$ cat src/ttse_pkg.sv
package ttse_pkg;
	// ---------------------------------------------------------------
	// Element layout
	// ---------------------------------------------------------------
	localparam int ELEM_W = 41;
	localparam int TM_W = 16;
	localparam int TM_LSB = 0;
	localparam int CC_W = 7;
	localparam int CC_LSB = 16;
	localparam int TYPE_LSB = 23;
	localparam int FKIND_BIT = 27;
	localparam int MNR_LSB = 28;
	localparam int MNR_W = 7;
	localparam int MSC_LSB = 35;
	localparam int INTERNAL_EVENT_ENABLE_BIT = 38;
	localparam int EXTERNAL_EVENT_ENABLE_BIT = 39;
	localparam int ASC_BIT = 40;
	localparam int TRIG_DEPTH = 64;
	localparam int IDX_W = 6;
	localparam int CNT_W = 6;
	localparam int TXBUF_W = 5;
	localparam int IRTO_W = 7;
	// ---------------------------------------------------------------
	// Trigger types, states, offsets and reset values
	// ---------------------------------------------------------------
	localparam logic [3:0] TY_REF = 4'h0;
	localparam logic [3:0] TY_REF_GAP = 4'h1;
	localparam logic [3:0] TY_TX_SINGLE = 4'h2;
	localparam logic [3:0] TY_TX_CONT = 4'h3;
	localparam logic [3:0] TY_TX_ARB = 4'h4;
	localparam logic [3:0] TY_TX_MERGED = 4'h5;
	localparam logic [3:0] TY_WATCH = 4'h6;
	localparam logic [3:0] TY_WATCH_GAP = 4'h7;
	localparam logic [3:0] TY_RX = 4'h8;
	localparam logic [3:0] TY_TIMEBASE = 4'h9;
	localparam logic [1:0] SYS_IN_GAP = 2'h2;
	localparam logic [1:0] SYS_IN_SCHED = 2'h3;
	localparam logic [1:0] EL_SEV2 = 2'h2;
	localparam logic [1:0] EL_SEV3 = 2'h3;
	localparam logic [15:0] REF_SEV2_OFFSET = 16'h0127;
	localparam logic [15:0] TIME_RST = 16'h0000;
	localparam logic [IDX_W-1:0] IDX_FIRST = 6'h00;
	localparam logic [IDX_W-1:0] IDX_LAST = 6'h3f;
	typedef enum logic [4:0] {
		ST_IDLE = 5'h01,
		ST_FETCH = 5'h02,
		ST_EVAL = 5'h04,
		ST_WAIT = 5'h08,
		ST_HALT = 5'h10
	} ttse_state_t;
endpackage : ttse_pkg
$ cat src/ttse_cc_if.sv
`timescale 1ns/1ns
// Cycle code against cycle count
interface ttse_cc_if;
	logic [6:0] cycle_code;
	logic [5:0] cycle_count;
	logic match;
	modport eng (output cycle_code, output cycle_count, input match);
	modport dec (input cycle_code, input cycle_count, output match);
endinterface : ttse_cc_if

$ cat src/ttse_cc_match.sv
`timescale 1ns/1ns
module ttse_cc_match (
	ttse_cc_if.dec cc
);
	import ttse_pkg::*;
	logic [CC_W-1:0] mask;
	logic found;
	// ---------------------------------------------------------------
	// Repeat factor from top one, base cycle from bits below
	// ---------------------------------------------------------------
	always_comb begin
		mask = 7'h00;
		found = 1'b0;
		for (int i = CC_W - 1; i >= 0; i--) begin
			if (!found && cc.cycle_code[i]) begin
				found = 1'b1;
				mask = 7'((7'h01 << i) - 7'h01);
			end
		end
		cc.match = found && (({1'b0, cc.cycle_count} & mask) == (cc.cycle_code & mask));
	end
endmodule : ttse_cc_match

$ cat src/ttse_engine.sv
`timescale 1ns/1ns
module ttse_engine (
	input wire logic clock,
	input wire logic srst,
	input wire logic trig_wr_en,
	input wire logic [ttse_pkg::IDX_W-1:0] trig_wr_addr,
	input wire logic [ttse_pkg::ELEM_W-1:0] trig_wr_data,
	input wire logic ntu_tick,
	input wire logic bit_sample,
	input wire logic sof_sample,
	input wire logic ref_msg_ok,
	input wire logic [ttse_pkg::CNT_W-1:0] ref_cycle_count,
	input wire logic time_master,
	input wire logic backup_master,
	input wire logic compete_master,
	input wire logic [15:0] ref_mark_decrement,
	input wire logic [ttse_pkg::IRTO_W-1:0] initial_ref_trigger_offset,
	input wire logic event_sync_mode,
	input wire logic [1:0] sync_state_field,
	input wire logic [1:0] error_level_in,
	input wire logic [15:0] ref_msg_len,
	input wire logic [31:0] tx_pending,
	input wire logic tx_done,
	input wire logic rx_accept,
	input wire logic [ttse_pkg::MNR_W-1:0] rx_accept_filter,
	output logic [15:0] cycle_time,
	output logic [15:0] sync_mark,
	output logic [15:0] ref_mark,
	output logic tx_prep,
	output logic [ttse_pkg::TXBUF_W-1:0] tx_prep_buf,
	output logic window_start,
	output logic tx_start,
	output logic [ttse_pkg::TXBUF_W-1:0] tx_buf,
	output logic tx_arbitrating,
	output logic tx_clear_pending,
	output logic [ttse_pkg::TXBUF_W-1:0] tx_clear_buf,
	output logic ref_tx_req,
	output logic ref_tx_start,
	output logic watch_fired,
	output logic rx_check,
	output logic rx_check_ok,
	output logic rx_filter_kind,
	output logic event_int,
	output logic event_ext,
	output logic event_asc,
	output logic config_error,
	output logic [1:0] error_level_field
);
	import ttse_pkg::*;
	// ---------------------------------------------------------------
	// Trigger store and state
	// ---------------------------------------------------------------
	logic [ELEM_W-1:0] trig_mem [TRIG_DEPTH];
	logic [ELEM_W-1:0] elem_q;
	logic [IDX_W-1:0] idx_q;
	ttse_state_t state_q;
	logic [15:0] local_time_q, cycle_time_q, sync_mark_q, ref_mark_q;
	logic [CNT_W-1:0] cycle_count_q;
	logic prev_merged_q, cfg_err_q, ref_req_q;
	logic last_rx_valid_q;
	logic [MNR_W-1:0] last_rx_filter_q;
	logic active_single_q;
	logic [TXBUF_W-1:0] active_buf_q;
	logic [3:0] ty;
	logic [TM_W-1:0] tm, eff_tm;
	logic [MNR_W-1:0] message_number_field;
	logic is_ref, is_tx, gap_mode, eval_use, eval_err, act, terminal;
	ttse_cc_if cc ();

	ttse_cc_match u_cc (
		.cc (cc)
	);

	assign ty = elem_q[TYPE_LSB +: 4];
	assign tm = elem_q[TM_LSB +: TM_W];
	assign message_number_field = elem_q[MNR_LSB +: MNR_W];
	assign is_ref = (ty == TY_REF) || (ty == TY_REF_GAP);
	assign is_tx = (ty >= TY_TX_SINGLE) && (ty <= TY_TX_MERGED);
	assign gap_mode = event_sync_mode && (sync_state_field == SYS_IN_GAP);
	assign cc.cycle_code = elem_q[CC_LSB +: CC_W];
	assign cc.cycle_count = cycle_count_q;
	assign act = (state_q == ST_WAIT) && (cycle_time_q == eff_tm);
	assign terminal = is_ref || (ty == TY_WATCH) || (ty == TY_WATCH_GAP);

	// Host writes sorted list
	always_ff @(posedge clock) begin
		if (trig_wr_en) begin
			trig_mem[trig_wr_addr] <= trig_wr_data;
		end
	end

	// ---------------------------------------------------------------
	// Time base
	// ---------------------------------------------------------------
	// Free local time and sync mark capture
	always_ff @(posedge clock) begin
		if (srst) begin
			local_time_q <= TIME_RST;
			sync_mark_q <= TIME_RST;
			ref_mark_q <= TIME_RST;
			cycle_count_q <= '0;
		end else begin
			if (ntu_tick) local_time_q <= local_time_q + 16'h0001;
			if (sof_sample) sync_mark_q <= local_time_q;
			if (ref_msg_ok) begin
				ref_mark_q <= sync_mark_q;
				cycle_count_q <= ref_cycle_count;
			end
		end
	end

	// Cycle time restarts from the start-of-frame point
	always_ff @(posedge clock) begin
		if (srst) begin
			cycle_time_q <= TIME_RST;
		end else if (ref_msg_ok) begin
			cycle_time_q <= local_time_q - sync_mark_q + {15'h0000, ntu_tick};
		end else if (ntu_tick) begin
			cycle_time_q <= cycle_time_q + 16'h0001;
		end
	end

	// Effective mark of reference triggers
	always_comb begin
		eff_tm = tm;
		if (is_ref) begin
			if (error_level_in == EL_SEV2) begin
				eff_tm = tm + REF_SEV2_OFFSET;
			end else if (backup_master) begin
				eff_tm = tm + {9'h000, initial_ref_trigger_offset};
			end
			if (compete_master) eff_tm = eff_tm - ref_mark_decrement;
		end
	end

	// ---------------------------------------------------------------
	// Element evaluation
	// ---------------------------------------------------------------
	always_comb begin
		eval_use = 1'b0;
		eval_err = 1'b0;
		case (ty)
			TY_REF, TY_REF_GAP: begin
				eval_err = !time_master;
				eval_use = time_master && ((ty == TY_REF_GAP) == gap_mode);
			end
			TY_WATCH, TY_WATCH_GAP: begin
				eval_use = (ty == TY_WATCH_GAP) == gap_mode;
			end
			TY_TX_SINGLE, TY_TX_CONT: begin
				eval_use = cc.match;
				eval_err = cc.match && prev_merged_q;
			end
			TY_TX_ARB, TY_TX_MERGED, TY_TIMEBASE: begin
				eval_use = cc.match;
			end
			TY_RX: begin
				eval_use = cc.match && ((sync_state_field == SYS_IN_SCHED) ||
					(sync_state_field == SYS_IN_GAP));
			end
			default: begin
				eval_err = 1'b1;
			end
		endcase
		if (eval_use && ((tm < ref_msg_len) || (eff_tm < cycle_time_q))) begin
			eval_err = 1'b1;
		end
	end

	// ---------------------------------------------------------------
	// Frame synchronisation engine
	// ---------------------------------------------------------------
	always_ff @(posedge clock) begin
		if (srst) begin
			state_q <= ST_IDLE;
			idx_q <= IDX_FIRST;
			elem_q <= '0;
		end else if (ref_msg_ok && (state_q != ST_HALT)) begin
			state_q <= ST_FETCH;
			idx_q <= IDX_FIRST;
		end else begin
			case (state_q)
				ST_IDLE: begin
					state_q <= ST_IDLE;
				end
				ST_FETCH: begin
					elem_q <= trig_mem[idx_q];
					state_q <= ST_EVAL;
				end
				ST_EVAL: begin
					if (eval_err) begin
						state_q <= ST_HALT;
					end else if (eval_use) begin
						state_q <= ST_WAIT;
					end else if (idx_q == IDX_LAST) begin
						state_q <= ST_HALT;
					end else begin
						idx_q <= idx_q + 6'h01;
						state_q <= ST_FETCH;
					end
				end
				ST_WAIT: begin
					if (act && terminal) begin
						state_q <= ST_IDLE;
					end else if (act && (idx_q == IDX_LAST)) begin
						state_q <= ST_HALT;
					end else if (act) begin
						idx_q <= idx_q + 6'h01;
						state_q <= ST_FETCH;
					end
				end
				ST_HALT: begin
					state_q <= ST_HALT;
				end
				default: begin
					state_q <= ST_IDLE;
				end
			endcase
		end
	end

	// Sticky configuration error
	always_ff @(posedge clock) begin
		if (srst) begin
			cfg_err_q <= 1'b0;
			error_level_field <= 2'h0;
		end else begin
			if (((state_q == ST_EVAL) && (eval_err || (!eval_use && idx_q == IDX_LAST))) ||
				(act && !terminal && idx_q == IDX_LAST)) begin
				cfg_err_q <= 1'b1;
			end
			error_level_field <= cfg_err_q ? EL_SEV3 : error_level_in;
		end
	end

	// ---------------------------------------------------------------
	// Trigger actions
	// ---------------------------------------------------------------
	always_ff @(posedge clock) begin
		if (srst) begin
			tx_prep <= 1'b0;
			tx_prep_buf <= '0;
			window_start <= 1'b0;
			tx_start <= 1'b0;
			tx_buf <= '0;
			tx_arbitrating <= 1'b0;
			watch_fired <= 1'b0;
			event_int <= 1'b0;
			event_ext <= 1'b0;
			event_asc <= 1'b0;
			prev_merged_q <= 1'b0;
		end else begin
			tx_prep <= (state_q == ST_EVAL) && !eval_err && eval_use && is_tx;
			if ((state_q == ST_EVAL) && is_tx) tx_prep_buf <= message_number_field[TXBUF_W-1:0];
			window_start <= act && is_tx;
			tx_start <= act && is_tx && tx_pending[message_number_field[TXBUF_W-1:0]];
			if (act && is_tx) begin
				tx_buf <= message_number_field[TXBUF_W-1:0];
				tx_arbitrating <= (ty == TY_TX_ARB) || (ty == TY_TX_MERGED);
			end
			watch_fired <= act && ((ty == TY_WATCH) || (ty == TY_WATCH_GAP));
			event_int <= act && (ty == TY_TIMEBASE) && elem_q[INTERNAL_EVENT_ENABLE_BIT];
			event_ext <= act && (ty == TY_TIMEBASE) && elem_q[EXTERNAL_EVENT_ENABLE_BIT];
			event_asc <= act && (ty == TY_TIMEBASE) && elem_q[ASC_BIT];
			if (ref_msg_ok) begin
				prev_merged_q <= 1'b0;
			end else if (act && is_tx) begin
				prev_merged_q <= ty == TY_TX_MERGED;
			end
		end
	end

	// Reference request held until the next sample point
	always_ff @(posedge clock) begin
		if (srst) begin
			ref_req_q <= 1'b0;
			ref_tx_start <= 1'b0;
		end else begin
			ref_tx_start <= ref_req_q && bit_sample;
			if (act && is_ref) begin
				ref_req_q <= 1'b1;
			end else if (bit_sample) begin
				ref_req_q <= 1'b0;
			end
		end
	end

	// Last accepted frame since cycle start or previous check
	always_ff @(posedge clock) begin
		if (srst) begin
			last_rx_valid_q <= 1'b0;
			last_rx_filter_q <= '0;
			rx_check <= 1'b0;
			rx_check_ok <= 1'b0;
			rx_filter_kind <= 1'b0;
		end else begin
			rx_check <= act && (ty == TY_RX);
			if (act && (ty == TY_RX)) begin
				rx_check_ok <= last_rx_valid_q && (last_rx_filter_q == message_number_field);
				rx_filter_kind <= elem_q[FKIND_BIT];
			end
			if (rx_accept) begin
				last_rx_valid_q <= 1'b1;
				last_rx_filter_q <= rx_accept_filter;
			end else if (ref_msg_ok || (act && (ty == TY_RX))) begin
				last_rx_valid_q <= 1'b0;
			end
		end
	end

	// Pending clear only for single-shot sends
	always_ff @(posedge clock) begin
		if (srst) begin
			active_single_q <= 1'b0;
			active_buf_q <= '0;
			tx_clear_pending <= 1'b0;
			tx_clear_buf <= '0;
		end else begin
			if (act && is_tx && tx_pending[message_number_field[TXBUF_W-1:0]]) begin
				active_single_q <= ty == TY_TX_SINGLE;
				active_buf_q <= message_number_field[TXBUF_W-1:0];
			end
			tx_clear_pending <= tx_done && active_single_q;
			if (tx_done) tx_clear_buf <= active_buf_q;
		end
	end

	assign cycle_time = cycle_time_q;
	assign sync_mark = sync_mark_q;
	assign ref_mark = ref_mark_q;
	assign ref_tx_req = ref_req_q;
	assign config_error = cfg_err_q;
endmodule : ttse_engine

$ cat config.mk
export PLATFORM = sky130hd
export DESIGN_NAME = ttse_engine
export DESIGN_NICKNAME = d
export VERILOG_FILES = /design/src/ttse_pkg.sv /design/src/ttse_cc_if.sv /design/src/ttse_cc_match.sv /design/src/ttse_engine.sv
export SDC_FILE = /design/constraint.sdc
export NUM_CORES = 2
export LEC_CHECK = 0
export BUFFER_PORTS_ARGS = -buffer_cell sky130_fd_sc_hd__buf_4
export CAP_MARGIN = 25
export CORE_MARGIN = 8
export CORE_UTILIZATION = 45
export CTS_CLUSTER_SIZE = 10
export DETAILED_ROUTE_END_ITERATION = 12
export SLEW_MARGIN = 10
export SYNTH_ARGS = -nofsm -noshare
export SYNTH_HDL_FRONTEND = slang
export SYNTH_SLANG_ARGS = --single-unit
$ cat constraint.sdc
create_clock -name clock -period 7.67 [get_ports clock]
set_clock_uncertainty 0.1 [all_clocks]
set_input_delay 1.1505 -clock clock [delete_from_list [all_inputs] [get_ports clock]]
set_output_delay 1.1505 -clock clock [all_outputs]
set_load 0.01 [all_outputs]
==> impl_metrics.json <==
{
  "status": "completed",
  "synth_cell_types": 72,
  "async_flop_share_pct": 0,
  "worstSkewPairLatency_ps": 940,
  "final_cell_mix": "edfxtp_1 (2,432), mux4_2 (796), clkbuf_16 (320)",
  "finish.utilization_pct": 51.53,
  "ir_worst_vdd_mv": 0.2152,
  "die_x_um": 493.6,
  "rows": 175,
  "antenna_found_initial": 15,
  "netlist_area_um2": 102700,
  "dr.pass1.iters": 7,
  "final_common_cell": "edfxtp_1",
  "vias_per_cell": 6.112,
  "end_kind": "flip-flop",
  "cell_internal_pwr_mw": 23.34,
  "maxSlewViolCount": 0,
  "cts_made_buffers": 315,
  "max_freq_mhz": 153.5,
  "p_seq_share_pct": 53.7,
  "setup_viol": 0,
  "setup.worst_path.start_class": "flip-flop",
  "htreeDepth": 5,
  "p_clk_share_pct": 43.8,
  "ant_nets": 0,
  "worstSetupPathType": "flip-flop to flip-flop",
  "avgSynthCellArea_um2": 21.41,
  "min_period_ps": 6513,
  "fin_crit_sh_pct": 84.92,
  "arrival_ps": 7170,
  "rsz0062_at_grt": "false",
  "grt_pass1_vias": 51786,
  "grt_usage_pct": 22.64,
  "hold_path.class": "input pin to flip-flop",
  "fillCellCount": 17629,
  "worstMarginPinSlew_ps": 1149,
  "postCtsSetupBuffers": 0,
  "grt_first_pass_wirelength_um": 394500,
  "critical_path_required_ps": 8320,
  "yosys.area.top_type": "edfxtp_1",
  "dp_hpwl_um": 152500,
  "cp-startpoint": "elem_q[0]",
  "grt_max_degree": 108,
  "critPathBufInv": 2,
  "hold_viol": 0,
  "area_growth_syn_to_layout_pct": 13.97,
  "slew_headroom_pct": 23.43,
  "syn_inst": 4795,
  "cp_common_cell": "o21ai_0",
  "powerDensity_nw_per_um2": 249.0,
  "grt_overflow": 0,
  "placement.io_buffers": 224,
  "yosysTopAreaCellShare_pct": 71.14,
  "crit_family": "compound AO/OA/AOI/OAI gates",
  "crit_path_max_fanout": 10,
  "yosys-top-cells-area": "edfxtp_1 (71%), mux4_2 (17%), dfxtp_1 (3.2%), ha_1 (1.1%), nor2_1 (0.86%)",
  "p_sw_share_pct": 19.87,
  "initial_core_util_pct": 45.21,
  "route.vias.total": 50639,
  "drt-total-wl_um": 279000,
  "cp_slowest_cell": "dfxtp_1",
  "clk_path_buf_depth": 4,
  "clkTransAtPathRegs_ps": 60,
  "wl_per_cell_um": 33.68,
  "cts_resized": 0,
  "synth_edf_count": 2432,
  "synth_warnings": 0,
  "synth_ff_type": "edfxtp_1",
  "setup-tns-final_ps": 0,
  "coreArea_um2": 227100,
  "drt_iter0_drc": 5772,
  "root_buffer": "clkbuf_16",
  "finalPower_mw": 29.13,
  "p_leak_nw": 36.06,
  "syn_nets": 5033,
  "maxCapViolCount": 0,
  "cts_sinks": 2598,
  "drc_errors": 0,
  "power_frac_comb_pct": 2.5,
  "die_h_um": 493.6,
  "cp_slowest_stage_delay_ps": 430,
  "ys_ff_latch": 2598,
  "place_congestion": 0.8376,
  "r2r_start": "elem_q[0]",
  "finalNetCount": 5438,
  "drive_above_1_share_pct": 29.65,
  "cts_tree": "built",
  "io_pins": 228,
  "worstHoldStart": "error_level_in[0]",
  "cts_hold_buf": 0,
  "ys_seq_area_share_pct": 74.38,
  "switchingPower_mw": 5.788,
  "dieArea_um2": 243700
}
-- metrics by stage --
step | cell area (um2) | worst slack, ps | instances | hold WS (ps)
5_1_grt | 117000 | 566.0 | 8283 | 325.9
3_5_place_dp | 108600 | 391.9 | 7892 | 339.7
4_1_cts | 117000 | 1134 | 8281 | 267.9
3_3_place_gp | 108500 | 360.2 | 7888 | 318.9
6_report | 117000 | 1157 | 8285 | 347.0
2_1_floorplan | 102700 | 922.5 | 4795 | 308.6
-- power by group through the flow --
| stage | clock network [mW] | registers, mW | logic (mW) |
|---|---|---|---|
| after floorplan | 0 | 15.9 | 0.314 |
| after global placement | 0 | 15.9 | 0.701 |
| after detailed placement | 0 | 15.9 | 0.724 |
| after CTS | 13.0 | 15.7 | 0.726 |
| after global routing | 13.5 | 15.7 | 0.784 |
| final | 12.8 | 15.7 | 0.721 |
-- Yosys cell counts, types with 31 or more instances --
cell type / n
edfxtp_1: 2432
mux2i_1: 88
dfxtp_1: 166
nor2_1: 236
inv_1: 94
buf_2: 53
o21ai_0: 48
mux4_2: 796
xnor2_1: 48
clkbuf_1: 148
nand2_1: 124
ha_1: 87
a21oi_1: 101
xor2_1: 31
-- layer usage --
layer  track usage [%]  wire length [um]  up-vias
met5                 0                21        -
met4             5.457              6387        4
met3             4.458             21230      394
met2             38.00            138900     2129
met1             30.78            112500    27423
li1                  -                 -    20689
-- cell families (layout without fill, tap and decap cells) --
kind of cell               Yosys count  after routing  share of synthesized area (%)
xor gates and xnor gates            79             79                         0.6740
buffers and inverters              342            819                          1.430
DFF                               2598           2598                          74.38
adders and majority gates           90             90                          1.119
muxes                              889            889                          18.38
other                                0              4                              0
and+or+nand+nor                    521            521                          2.296
AOI/OAI and AO/OA                  276            276                          1.725
-- sequential cells by signal (all words and copies together), names as in the netlist, 2 cells and up --
name,cells
active_buf_q,5
cc.cycle_count,6
cycle_time,16
elem_q,38
error_level_field,2
idx_q,6
last_rx_filter_q,7
local_time_q,16
ref_mark,16
state_q,5
sync_mark,16
trig_mem,2432
tx_buf,5
tx_clear_buf,5
tx_prep_buf,5
-- area by class of cell --
| class | instances | area (um2) | share of cell area [%] |
|---|---|---|---|
| well taps | 3009 | 3765 | 3.218 |
| clock buffers | 373 | 8257 | 7.057 |
| inverters | 94 | 352.8 | 0.3016 |
| diodes | 4 | 10.01 | 0.008555 |
| flip-flops and latches | 2598 | 76380 | 65.28 |
| repair buffers | 336 | 2769 | 2.367 |
| clock inverters | 16 | 153.9 | 0.1315 |
| multi-input cells | 1855 | 25310 | 21.64 |
-- path summary, 6_finish.rpt --
check                           slack [ps]  depth (start not counted)                   end
worst max-delay path                  1160                         28       active_single_q
worst min-delay path                   350                          3  error_level_field[0]
worst max register to register        1160                         28       active_single_q
worst min register to register         370                          2      tx_clear_pending
-- tightest hold or removal path, stage by stage --
cell	delay [ps]
buf_4	90
nor2_1	30
nor2_1	60
(Power assumes the default switching activity.)
